### config.mk
export PLATFORM = sky130hd
export DESIGN_NAME = tivc_top
export DESIGN_NICKNAME = d
export VERILOG_FILES = /design/src/rtl/tivc_pkg.sv /design/src/rtl/tivc_prescale.sv /design/src/rtl/tivc_top.sv
export SDC_FILE = /design/constraint.sdc
export NUM_CORES = 1
export LEC_CHECK = 0
export ABC_AREA = 1
export BUFFER_PORTS_ARGS = -buffer_cell sky130_fd_sc_hd__buf_4
export CORE_AREA = 5 5 110 112
export CTS_CLUSTER_DIAMETER = 100
export DETAILED_ROUTE_END_ITERATION = 16
export DIE_AREA = 0 0 115 117
export PLACE_DENSITY = 0.86
export SLEW_MARGIN = 20
export SYNTH_ARGS = -nofsm -noshare
export SYNTH_HDL_FRONTEND = slang
export SYNTH_SLANG_ARGS = --single-unit
### constraint.sdc
create_clock -name clk_sys -period 5.05 [get_ports clk_sys]
set_input_delay 1.01 -clock clk_sys [delete_from_list [all_inputs] [get_ports clk_sys]]
set_output_delay 1.01 -clock clk_sys [all_outputs]
set_load 0.02 [all_outputs]
### src/rtl/tivc_pkg.sv
// constants for the time interval counter block
package tivc_pkg;
    // special-function register addresses
    localparam logic [7:0] ADDR_CTL      = 8'ha1;
    localparam logic [7:0] ADDR_FRAC     = 8'ha2;
    localparam logic [7:0] ADDR_SECOND   = 8'ha3;
    localparam logic [7:0] ADDR_MIN      = 8'ha4;
    localparam logic [7:0] ADDR_HOUR     = 8'ha5;
    localparam logic [7:0] ADDR_CMP      = 8'ha6;
    // control register field positions
    localparam int BIT_CLK_EN = 0;
    localparam int BIT_CNT_EN = 1;
    localparam int BIT_FLAG   = 2;
    localparam int BIT_SINGLE = 3;
    localparam int BIT_SEL_LO = 4;
    localparam int BIT_SEL_HI = 5;
    localparam int BIT_RES6   = 6;
    // reset values
    localparam logic [7:0] RST_CTL  = 8'h00;
    localparam logic [7:0] RST_TIME = 8'h00;
    localparam logic [7:0] RST_CMP  = 8'h00;
    // last value of each time register before it wraps
    localparam logic [7:0] FRAC_LAST = 8'h7f;
    localparam logic [7:0] SECOND_LAST = 8'h3b;
    localparam logic [7:0] MIN_LAST  = 8'h3b;
    localparam logic [7:0] HOUR_LAST = 8'h17;
    // timebase select codes
    localparam logic [1:0] SEL_FRAC = 2'h0;
    localparam logic [1:0] SEL_SECOND = 2'h1;
    localparam logic [1:0] SEL_MIN  = 2'h2;
    localparam logic [1:0] SEL_HOUR = 2'h3;
    // wake vector reported to the core
    localparam logic [15:0] WAKE_VECTOR = 16'h0053;
    // timing: one fraction step is 1/128 s, clock period 25 ns
    localparam int CLK_PERIOD_NS = 25;
    localparam int FRAC_STEP_NS  = 7812500;
    localparam int FRAC_STEP_CYC = FRAC_STEP_NS / CLK_PERIOD_NS;
endpackage

### src/rtl/tivc_prescale.sv
// divider that makes the 1/128 second step from the system clock
`timescale 1ns/10ps
`default_nettype none
module tivc_prescale #(
    parameter int STEP_CYC = tivc_pkg::FRAC_STEP_CYC
) (
    input  wire logic clk_sys,
    input  wire logic nrst,
    input  wire logic run,
    output logic      step
);
    typedef struct packed {
        logic [23:0] cnt;
        logic        step;
    } tivc_pre_t;

    tivc_pre_t s_r;
    tivc_pre_t s_nxt;

    // counter restarts while stopped so the first step is a full period
    always_comb begin
        s_nxt = s_r;
        s_nxt.step = 1'b0;
        if (!run) begin
            s_nxt.cnt = 24'h000000;
        end else if (s_r.cnt == 24'(STEP_CYC - 1)) begin
            s_nxt.cnt  = 24'h000000;
            s_nxt.step = 1'b1;
        end else begin
            s_nxt.cnt = s_r.cnt + 24'h000001;
        end
    end

    // state register
    always_ff @(posedge clk_sys or negedge nrst) begin
        if (!nrst) begin
            s_r <= '0;
        end else begin
            s_r <= s_nxt;
        end
    end

    assign step = s_r.step;
endmodule
`default_nettype wire

### src/rtl/tivc_top.sv
// time interval counter: time-of-day chain, interval counter, registers
//
// Behaviour
// [RULE1] software writes bit 6 one, bit 7 reserved
// [RULE2] select field picks step, second, minute, hour
// [RULE3] single mode clears interval enable at timeout
// [RULE4] periodic mode reloads and keeps counting
// [RULE5] counter equal compare sets match flag, interrupt
// [RULE6] only software clears the match flag
// [RULE7] interval enable runs counter; clear zeroes it
// [RULE8] time clock enable gates clock; clear zeroes
// [RULE9] time registers writable only while clock off
// [RULE10] compare register eight bits, resets zero
// [RULE11] fraction counts 0..127 each 1/128 s
// [RULE12] seconds count 0..59, carry to minutes
// [RULE13] minutes count 0..59, carry to hours
// [RULE14] hours count 0..23, wrap without carry
// [RULE15] interval counter steps on selected rollover
// [RULE16] enabled match while powered down wakes core
// [RULE17] chain keeps counting during core power-down
// [RULE18] reload zeroes counter on the matching tick
// [RULE19] reads never see partly updated values
`timescale 1ns/10ps
`default_nettype none
module tivc_top #(
    parameter int STEP_CYC = tivc_pkg::FRAC_STEP_CYC
) (
    input  wire logic        clk_sys,
    input  wire logic        nrst,
    input  wire logic [7:0]  sfr_addr,
    input  wire logic [7:0]  sfr_wdata,
    input  wire logic        sfr_wr,
    input  wire logic        sfr_rd,
    output logic      [7:0]  sfr_rdata,
    input  wire logic        irq_enable,
    input  wire logic        powered_down,
    output logic             irq_req,
    output logic             wake_req,
    output logic      [15:0] wake_vector
);
    typedef struct packed {
        logic [7:0] frac;
        logic [7:0] second;
        logic [7:0] min;
        logic [7:0] hour;
        logic [7:0] cmp;
        logic [7:0] cnt;
        logic       res6;
        logic [1:0] sel;
        logic       single;
        logic       flag;
        logic       cnt_en;
        logic       clk_en;
        logic [7:0] rdata;
        logic       irq;
        logic       wake;
    } tivc_state_t;

    tivc_state_t s_r;
    tivc_state_t s_nxt;
    logic        step;
    logic        ctl_wr;

    // ************************************************************
    // fraction step source
    // ************************************************************

    // the whole chain sits on the free-running clock, so core
    // power-down does not stop it
    tivc_prescale #(
        .STEP_CYC (STEP_CYC)
    ) u_pre (
        .clk_sys  (clk_sys),
        .nrst     (nrst),
        .run      (s_r.clk_en),
        .step     (step)
    ); // RULE17 RULE8

    assign ctl_wr = sfr_wr && (sfr_addr == tivc_pkg::ADDR_CTL);

    // control register as software reads it; bit 7 reads zero
    function automatic logic [7:0] ctl_word(input tivc_state_t s);
        ctl_word = {1'b0, s.res6, s.sel, s.single, s.flag, s.cnt_en,
                    s.clk_en};
    endfunction

    // ************************************************************
    // next state
    // ************************************************************

    // writes are applied first, then the step, so a hardware set
    // of the flag in the same cycle as a clear wins
    always_comb begin
        logic unit;
        logic frac_wrap;
        logic sec_wrap;
        logic min_wrap;
        logic [7:0] inc;
        unit      = 1'b0;
        frac_wrap = 1'b0;
        sec_wrap  = 1'b0;
        min_wrap  = 1'b0;
        inc       = 8'h00;
        s_nxt     = s_r;
        // register writes
        if (ctl_wr) begin
            s_nxt.res6 = sfr_wdata[tivc_pkg::BIT_RES6]; // RULE1
            s_nxt.sel  = sfr_wdata[tivc_pkg::BIT_SEL_HI:tivc_pkg::BIT_SEL_LO];
            s_nxt.single = sfr_wdata[tivc_pkg::BIT_SINGLE];
            s_nxt.flag = s_r.flag & sfr_wdata[tivc_pkg::BIT_FLAG]; // RULE6
            s_nxt.cnt_en = sfr_wdata[tivc_pkg::BIT_CNT_EN];
            s_nxt.clk_en = sfr_wdata[tivc_pkg::BIT_CLK_EN];
            if (!sfr_wdata[tivc_pkg::BIT_CLK_EN] && s_r.clk_en) begin
                s_nxt.frac   = tivc_pkg::RST_TIME; // RULE8
                s_nxt.second = tivc_pkg::RST_TIME;
                s_nxt.min  = tivc_pkg::RST_TIME;
                s_nxt.hour = tivc_pkg::RST_TIME;
                s_nxt.cnt  = 8'h00;
            end
        end else if (sfr_wr && sfr_addr == tivc_pkg::ADDR_CMP) begin
            s_nxt.cmp = sfr_wdata; // RULE10
        end else if (sfr_wr && !s_r.clk_en) begin
            // a running chain ignores preloads to avoid torn time
            if (sfr_addr == tivc_pkg::ADDR_FRAC) begin
                s_nxt.frac = sfr_wdata; // RULE9
            end else if (sfr_addr == tivc_pkg::ADDR_SECOND) begin
                s_nxt.second = sfr_wdata;
            end else if (sfr_addr == tivc_pkg::ADDR_MIN) begin
                s_nxt.min = sfr_wdata;
            end else if (sfr_addr == tivc_pkg::ADDR_HOUR) begin
                s_nxt.hour = sfr_wdata;
            end
        end
        // time-of-day chain
        if (step && s_nxt.clk_en) begin
            frac_wrap = (s_nxt.frac == tivc_pkg::FRAC_LAST);
            s_nxt.frac = frac_wrap ? 8'h00 : s_nxt.frac + 8'h01; // RULE11
            if (frac_wrap) begin
                sec_wrap = (s_nxt.second == tivc_pkg::SECOND_LAST);
                s_nxt.second = sec_wrap ? 8'h00
                               : s_nxt.second + 8'h01; // RULE12
            end
            if (sec_wrap) begin
                min_wrap = (s_nxt.min == tivc_pkg::MIN_LAST);
                s_nxt.min = min_wrap ? 8'h00 : s_nxt.min + 8'h01; // RULE13
            end
            if (min_wrap) begin
                s_nxt.hour = (s_nxt.hour == tivc_pkg::HOUR_LAST) ?
                             8'h00 : s_nxt.hour + 8'h01; // RULE14
            end
            case (s_nxt.sel)
                tivc_pkg::SEL_FRAC:   unit = 1'b1; // RULE2 RULE15
                tivc_pkg::SEL_SECOND: unit = frac_wrap;
                tivc_pkg::SEL_MIN:    unit = sec_wrap;
                default:              unit = min_wrap;
            endcase
        end
        // interval counter
        if (unit && s_nxt.cnt_en) begin
            inc = s_nxt.cnt + 8'h01;
            if (inc == s_nxt.cmp) begin
                s_nxt.flag = 1'b1; // RULE5
                s_nxt.cnt  = 8'h00; // RULE18 RULE4
                if (s_nxt.single) begin
                    s_nxt.cnt_en = 1'b0; // RULE3
                end
            end else begin
                s_nxt.cnt = inc;
            end
        end
        if (!s_nxt.cnt_en) begin
            s_nxt.cnt = 8'h00; // RULE7
        end
        // read data; one clock domain, so every read is whole
        s_nxt.rdata = 8'h00; // RULE19
        if (sfr_rd) begin
            if (sfr_addr == tivc_pkg::ADDR_CTL) begin
                s_nxt.rdata = ctl_word(s_r);
            end else if (sfr_addr == tivc_pkg::ADDR_FRAC) begin
                s_nxt.rdata = s_r.frac;
            end else if (sfr_addr == tivc_pkg::ADDR_SECOND) begin
                s_nxt.rdata = s_r.second;
            end else if (sfr_addr == tivc_pkg::ADDR_MIN) begin
                s_nxt.rdata = s_r.min;
            end else if (sfr_addr == tivc_pkg::ADDR_HOUR) begin
                s_nxt.rdata = s_r.hour;
            end else if (sfr_addr == tivc_pkg::ADDR_CMP) begin
                s_nxt.rdata = s_r.cmp;
            end
        end
        s_nxt.irq  = s_nxt.flag && irq_enable; // RULE5
        s_nxt.wake = s_nxt.flag && irq_enable && powered_down; // RULE16
    end

    // ************************************************************
    // state register
    // ************************************************************

    // state register; all fields reset to zero
    always_ff @(posedge clk_sys or negedge nrst) begin
        if (!nrst) begin
            s_r <= '0;
        end else begin
            s_r <= s_nxt;
        end
    end

    assign sfr_rdata   = s_r.rdata;
    assign irq_req     = s_r.irq;
    assign wake_req    = s_r.wake;
    assign wake_vector = tivc_pkg::WAKE_VECTOR;

    logic run_step;
    logic unit_hit;
    assign run_step = step && s_r.clk_en && !sfr_wr;
    assign unit_hit = run_step && s_r.cnt_en && s_r.sel == tivc_pkg::SEL_FRAC
                      && (s_r.cnt + 8'h01) == s_r.cmp;
endmodule
`default_nettype wire

; ---- Word level (Yosys, flattened, before mapping)
; Index checks and enable logic that the tools add are counted.
[totals]
mem_count = 0
input_bits = 22
romBits = 0
latch_bits = 0
ram_bits = 0
output_inout_bits = 26
reg_bits = 90
[classes]
addsub = 6
eq_ne = 14
div = 0
bitwise_logic = 1
muxes = 46
mul = 0
magnitude_cmp = 0
n_reduce_logical = 11
n_shift = 0
[ops]
columns = cell, count
row1 = 8-bit two-way mux, 25
row2 = 32-bit two-way mux, 5
row3 = 24-bit two-way mux, 3
row4 = "8-bit equality test, second input constant", 6
row5 = "8-bit by 1-bit adder with 8-bit output, second input constant", 5
row6 = "24-bit by 1-bit adder with 24-bit output, second input constant", 1
row7 = "24-bit by 19-bit equality test with 1-bit output, second input constant", 1
row8 = "8-bit by 6-bit equality test with 1-bit output, second input constant", 2
row9 = 16-bit two-way mux, 1
row10 = 15-bit two-way mux, 1
row11 = "8-bit by 5-bit equality test with 1-bit output, second input constant", 1
row12 = "8-bit by 7-bit equality test with 1-bit output, second input constant", 1
row13 = 8-bit equality test, 1
row14 = 1-bit logical AND, 8
row15 = 1-bit two-way mux, 8
row16 = 2-bit two-way mux, 2
row17 = 1-bit one-hot mux with 3 select lines, 1
row18 = "2-bit by 1-bit equality test with 1-bit output, second input constant", 1
row19 = "2-bit equality test, second input constant", 1
row20 = 1-bit zero test, 2
row21 = 2-bit zero test, 1
row22 = 1-bit bitwise AND, 1

; ---- Longest topological paths before layout
[depth]
word_depth = 19
ltp_mapped = 21

; ---- By module
; From an unflattened synthesis, not the netlist that was laid out.
[unflattened]
cells_unflattened = 926
hier_area_um2 = 6398.6
[modules_own_cells]
columns = module, cells_per_inst, seq_area_each_um2, area_each_um2, n_inst
row1 = tivc_top, 720, 1626.6, 4901.0, 1
row2 = tivc_prescale, 206, 625.6, 1497.7, 1

; ---- Worst setup path before layout
; Ideal clock, no wire load.
[synth_timing]
path_kind = in2reg
startpoint = input sfr_addr[6]
endpoint = register s_r[19] (netlist name)
t_arrival_ns = 3.105
cell_stages = 17
path_slack_ns = 1.824
required_time_ns = 4.930
n_path_buf = 0
path_cell_list = inv_2 -> nand2_2 -> nor2_8 -> nand2_4 -> nor2_8 -> nand3_2 -> a211oi_1 -> ha_1 -> inv_1 -> nor2_1 -> nand2_2 -> nor2_4 -> a21oi_2 -> nor2_8 -> nand3_1 -> nand2_1 -> nor2_1
[synth_rtl]
columns = item, line_no
row1 = start: declaration, tivc_top.sv:30  ; input wire logic [7:0] sfr_addr,
row2 = end signal: assignment, tivc_top.sv:204  ; s_r <= s_nxt;
row3 = end: declaration, tivc_top.sv:59  ; tivc_state_t s_r;

==> results.md <==
* Status: finished clean
* Top_reg_cell synth: dfrtp_1
* Leak at 3.42 nW
* EDFF count, synth at 0
* RD Place Congestion at 0.976
* Final hold vios at 0
* Hold path startpoint: u_pre.s_r[1]
* Routed wire length at 16,000 µm
* ANT nets after route at 0
* Total GRT Usage at 24.8%
* YS warnings at 0
* Post-CTS sizing at 0
* Die area at 0.0135 mm²
* Post-Syn Instances at 859
* Worst Skew at 0.0104 ns
* Layout cells sized above 1 at 13.4%
* Detailed Routing Iterations Pass 1 at 5
* Mapped Area at 0.00614 mm²
* Max Clk Rate at 256 MHz
* Post-CTS Setup Inserts at 0
* Initial DRC count at 597
* Avg Cell Area, Syn at 7.15 µm²
* Vias per std cell at 5.52
* Setup TNS at 0 ns
* Storage cell area at 0.00225 mm²
* Clock transition at path regs at 0.07 ns
* FF-to-FF setup slack at 1.54 ns
* CTS Sinks at 90
* Root buf cell: clkbuf_16
* HP Class: register to register
* WP data arrival at 4.12 ns
* Footprint of the multi-input gates at 0.00321 mm²
* Worst skew pair latency at 0.36 ns
* Via count at 5,696
* CP startpoint: sfr_addr[3]
* Row Count at 39
* RSZ-0062 raised after global routing: no
* Clock Tree Buf Depth at 2
* CP Capture Type: register
* Hold Buf Count CTS at 0
* Fillers at 1,014
* Hold EP: u_pre.s_r[1]
* ANT cells at 0
* Max-Cap Viols at 0
* Die H at 117 µm
* Initial Util at 55.2%
* Worst-path fanout max at 12
* Initial antenna violation count at 0
* Worst slew margin at 39.7%
* Reg-to-Reg Start: s_r[10]
* CTS tree: built
* Critical path class: input pin to register
* GR Overflow Total at 0
* Setup crit start kind: input pin
* Worst EP required at 5.27 ns
* Total CTS buffers at 9
* Yosys cell types at 45
* Sequential area share after synthesis at 36.7%
* Crit share post-route at 77.2%
* Power per cell area at 245 mW/mm²
* H-tree depth at 3
* Hold Path Stages at 1
* Asr flop ratio synth at 100%
* Most common cell after layout, fill and taps aside: nand2_1
* Largest net degree at the start of global routing at 54
* DPL Wire Length at 11,900 µm
* First-pass GRT wire length at 26,200 µm
* Vias in the first global route at 5,279
* Slew Viols, Final at 0
* Worst R2R Path Depth at 14
* Final setup violation count at 0
* Worst slew pin tran at 0.882 ns
* Core area at 0.0111 mm²
* Die W at 115 µm
* Area grow syn2layout at 8.37%
* Peak supply drop at 0.000134 V
* Most frequent cells in the layout: 220 x nand2_1, 116 x inv_1, 90 x dfrtp_1, 84 x nor2_1, 60 x nand3_1
* Period minus WS final at 3.90 ns
* RR Endpoint: s_r[35]
* Seq cells post-synth at 90
* Per-cell routed wire length at 15.5 µm
* Num ports at 48
* Nets@finish at 911
* DRC at 0
* Final core utilization at 59.9%
* I/O Buffers at 31
[worst max-delay path, stage by stage]
cell and delay (ns):
buf_4 0.11, inv_1 0.06, nand2_1 0.13, nor2_2 0.20, nand2_2 0.14, nor2_2 0.23, o21ai_0 0.11, a21oi_1 0.23
ha_1 0.25, nand4_1 0.13, nor2_2 0.28, nand3_2 0.21, nor2_2 0.43, nand2_2 0.21, inv_2 0.16, nand2_1 0.08
xor2_1 0.14
[power by group]
group	total, mW	internal (mW)	switching [mW]
clock network	0.651	0.340	0.311
registers	0.766	0.748	0.0181
logic	0.215	0.0659	0.149
[worst max path at each step]
stage,cells after the start,to
floorplan,17,s_r[19]
global placement,17,s_r[35]
detailed placement,17,s_r[35]
CTS,17,s_r[35]
global route,17,s_r[35]
finish,17,s_r[35]
[layer usage]
metal / part of all wire (%) / track usage, % / up-vias / routed length [µm]
met4: 3.2 / 10.0 / 0 / 516
met3: 9.3 / 5.24 / 37 / 1490
li1: - / - / 2773 / -
met5: 0 / 0 / - / 0
met1: 44 / 35.0 / 2628 / 7000
met2: 44 / 37.2 / 258 / 6990
[state kept, by name, indices dropped and copies added (netlist names)]
name	count
u_pre.step	1
wake_req	1
u_pre.s_r	24
sfr_rdata	8
s_r	55
irq_req	1
[cell usage after synthesis (5+ instances only)]
master    instances  share of area [%]
nand2_1         220                 13
inv_1           116                7.1
dfrtp_1          90                 37
nor2_1           84                5.1
nand3_1          60                4.9
o21ai_0          40                3.3
a21oi_1          28                2.3
buf_4            25                3.1
nor3_1           22                1.8
nand2_2          15                1.5
inv_2            14               0.86
nand4_1          14                1.4
xor2_1           13                1.9
nor2_2           11                1.1
nor2_4            9                1.6
a31oi_1           8               0.81
nand3_2           8                1.3
a211oi_1          7               0.86
ha_1              6                1.2
nor4_1            6               0.61
o211ai_1          6               0.73
nor2_8            5                1.6
nor3b_1           5               0.61
xnor2_1           5               0.71
[stage by stage]
stage          cell area (µm²)  hold slack (ns)  setup WS, ns  power (mW)  instances
2_1_floorplan             6200            0.433          1.82       0.927        873
3_3_place_gp              6380            0.449         0.845       0.987       1015
3_5_place_dp              6380            0.451         0.851       0.990       1015
4_1_cts                   6660            0.460          1.19        1.63       1031
5_1_grt                   6660            0.484         0.781        1.69       1031
6_report                  6660            0.458          1.15        1.63       1031
[area by class of cell]
| class | instances | area share [%] |
|---|---|---|
| Tap cell | 143 | 2.69 |
| Inverter | 131 | 7.42 |
| Clock buffer | 10 | 3.44 |
| Timing Repair Buffer | 32 | 3.61 |
| Clock inverter | 6 | 0.770 |
| Sequential cell | 90 | 33.8 |
| Multi-Input combinational cell | 619 | 48.3 |
[logic make-up (layout without fill, tap and decap cells)]
group,after synthesis,count (layout),synth area share (%)
AO/OA/AOI/OAI,108,108,10.3
XOR/XNOR,18,18,2.57
adder cells (fa/ha/maj),6,6,1.22
buffers and inverters,164,179,11.9
flip-flops,90,90,36.7
multiplexers,1,1,0.163
other,2,16,0.122
AND/OR/NAND/NOR,470,470,37.1
Note: power is estimated with default switching activity, not from simulation.
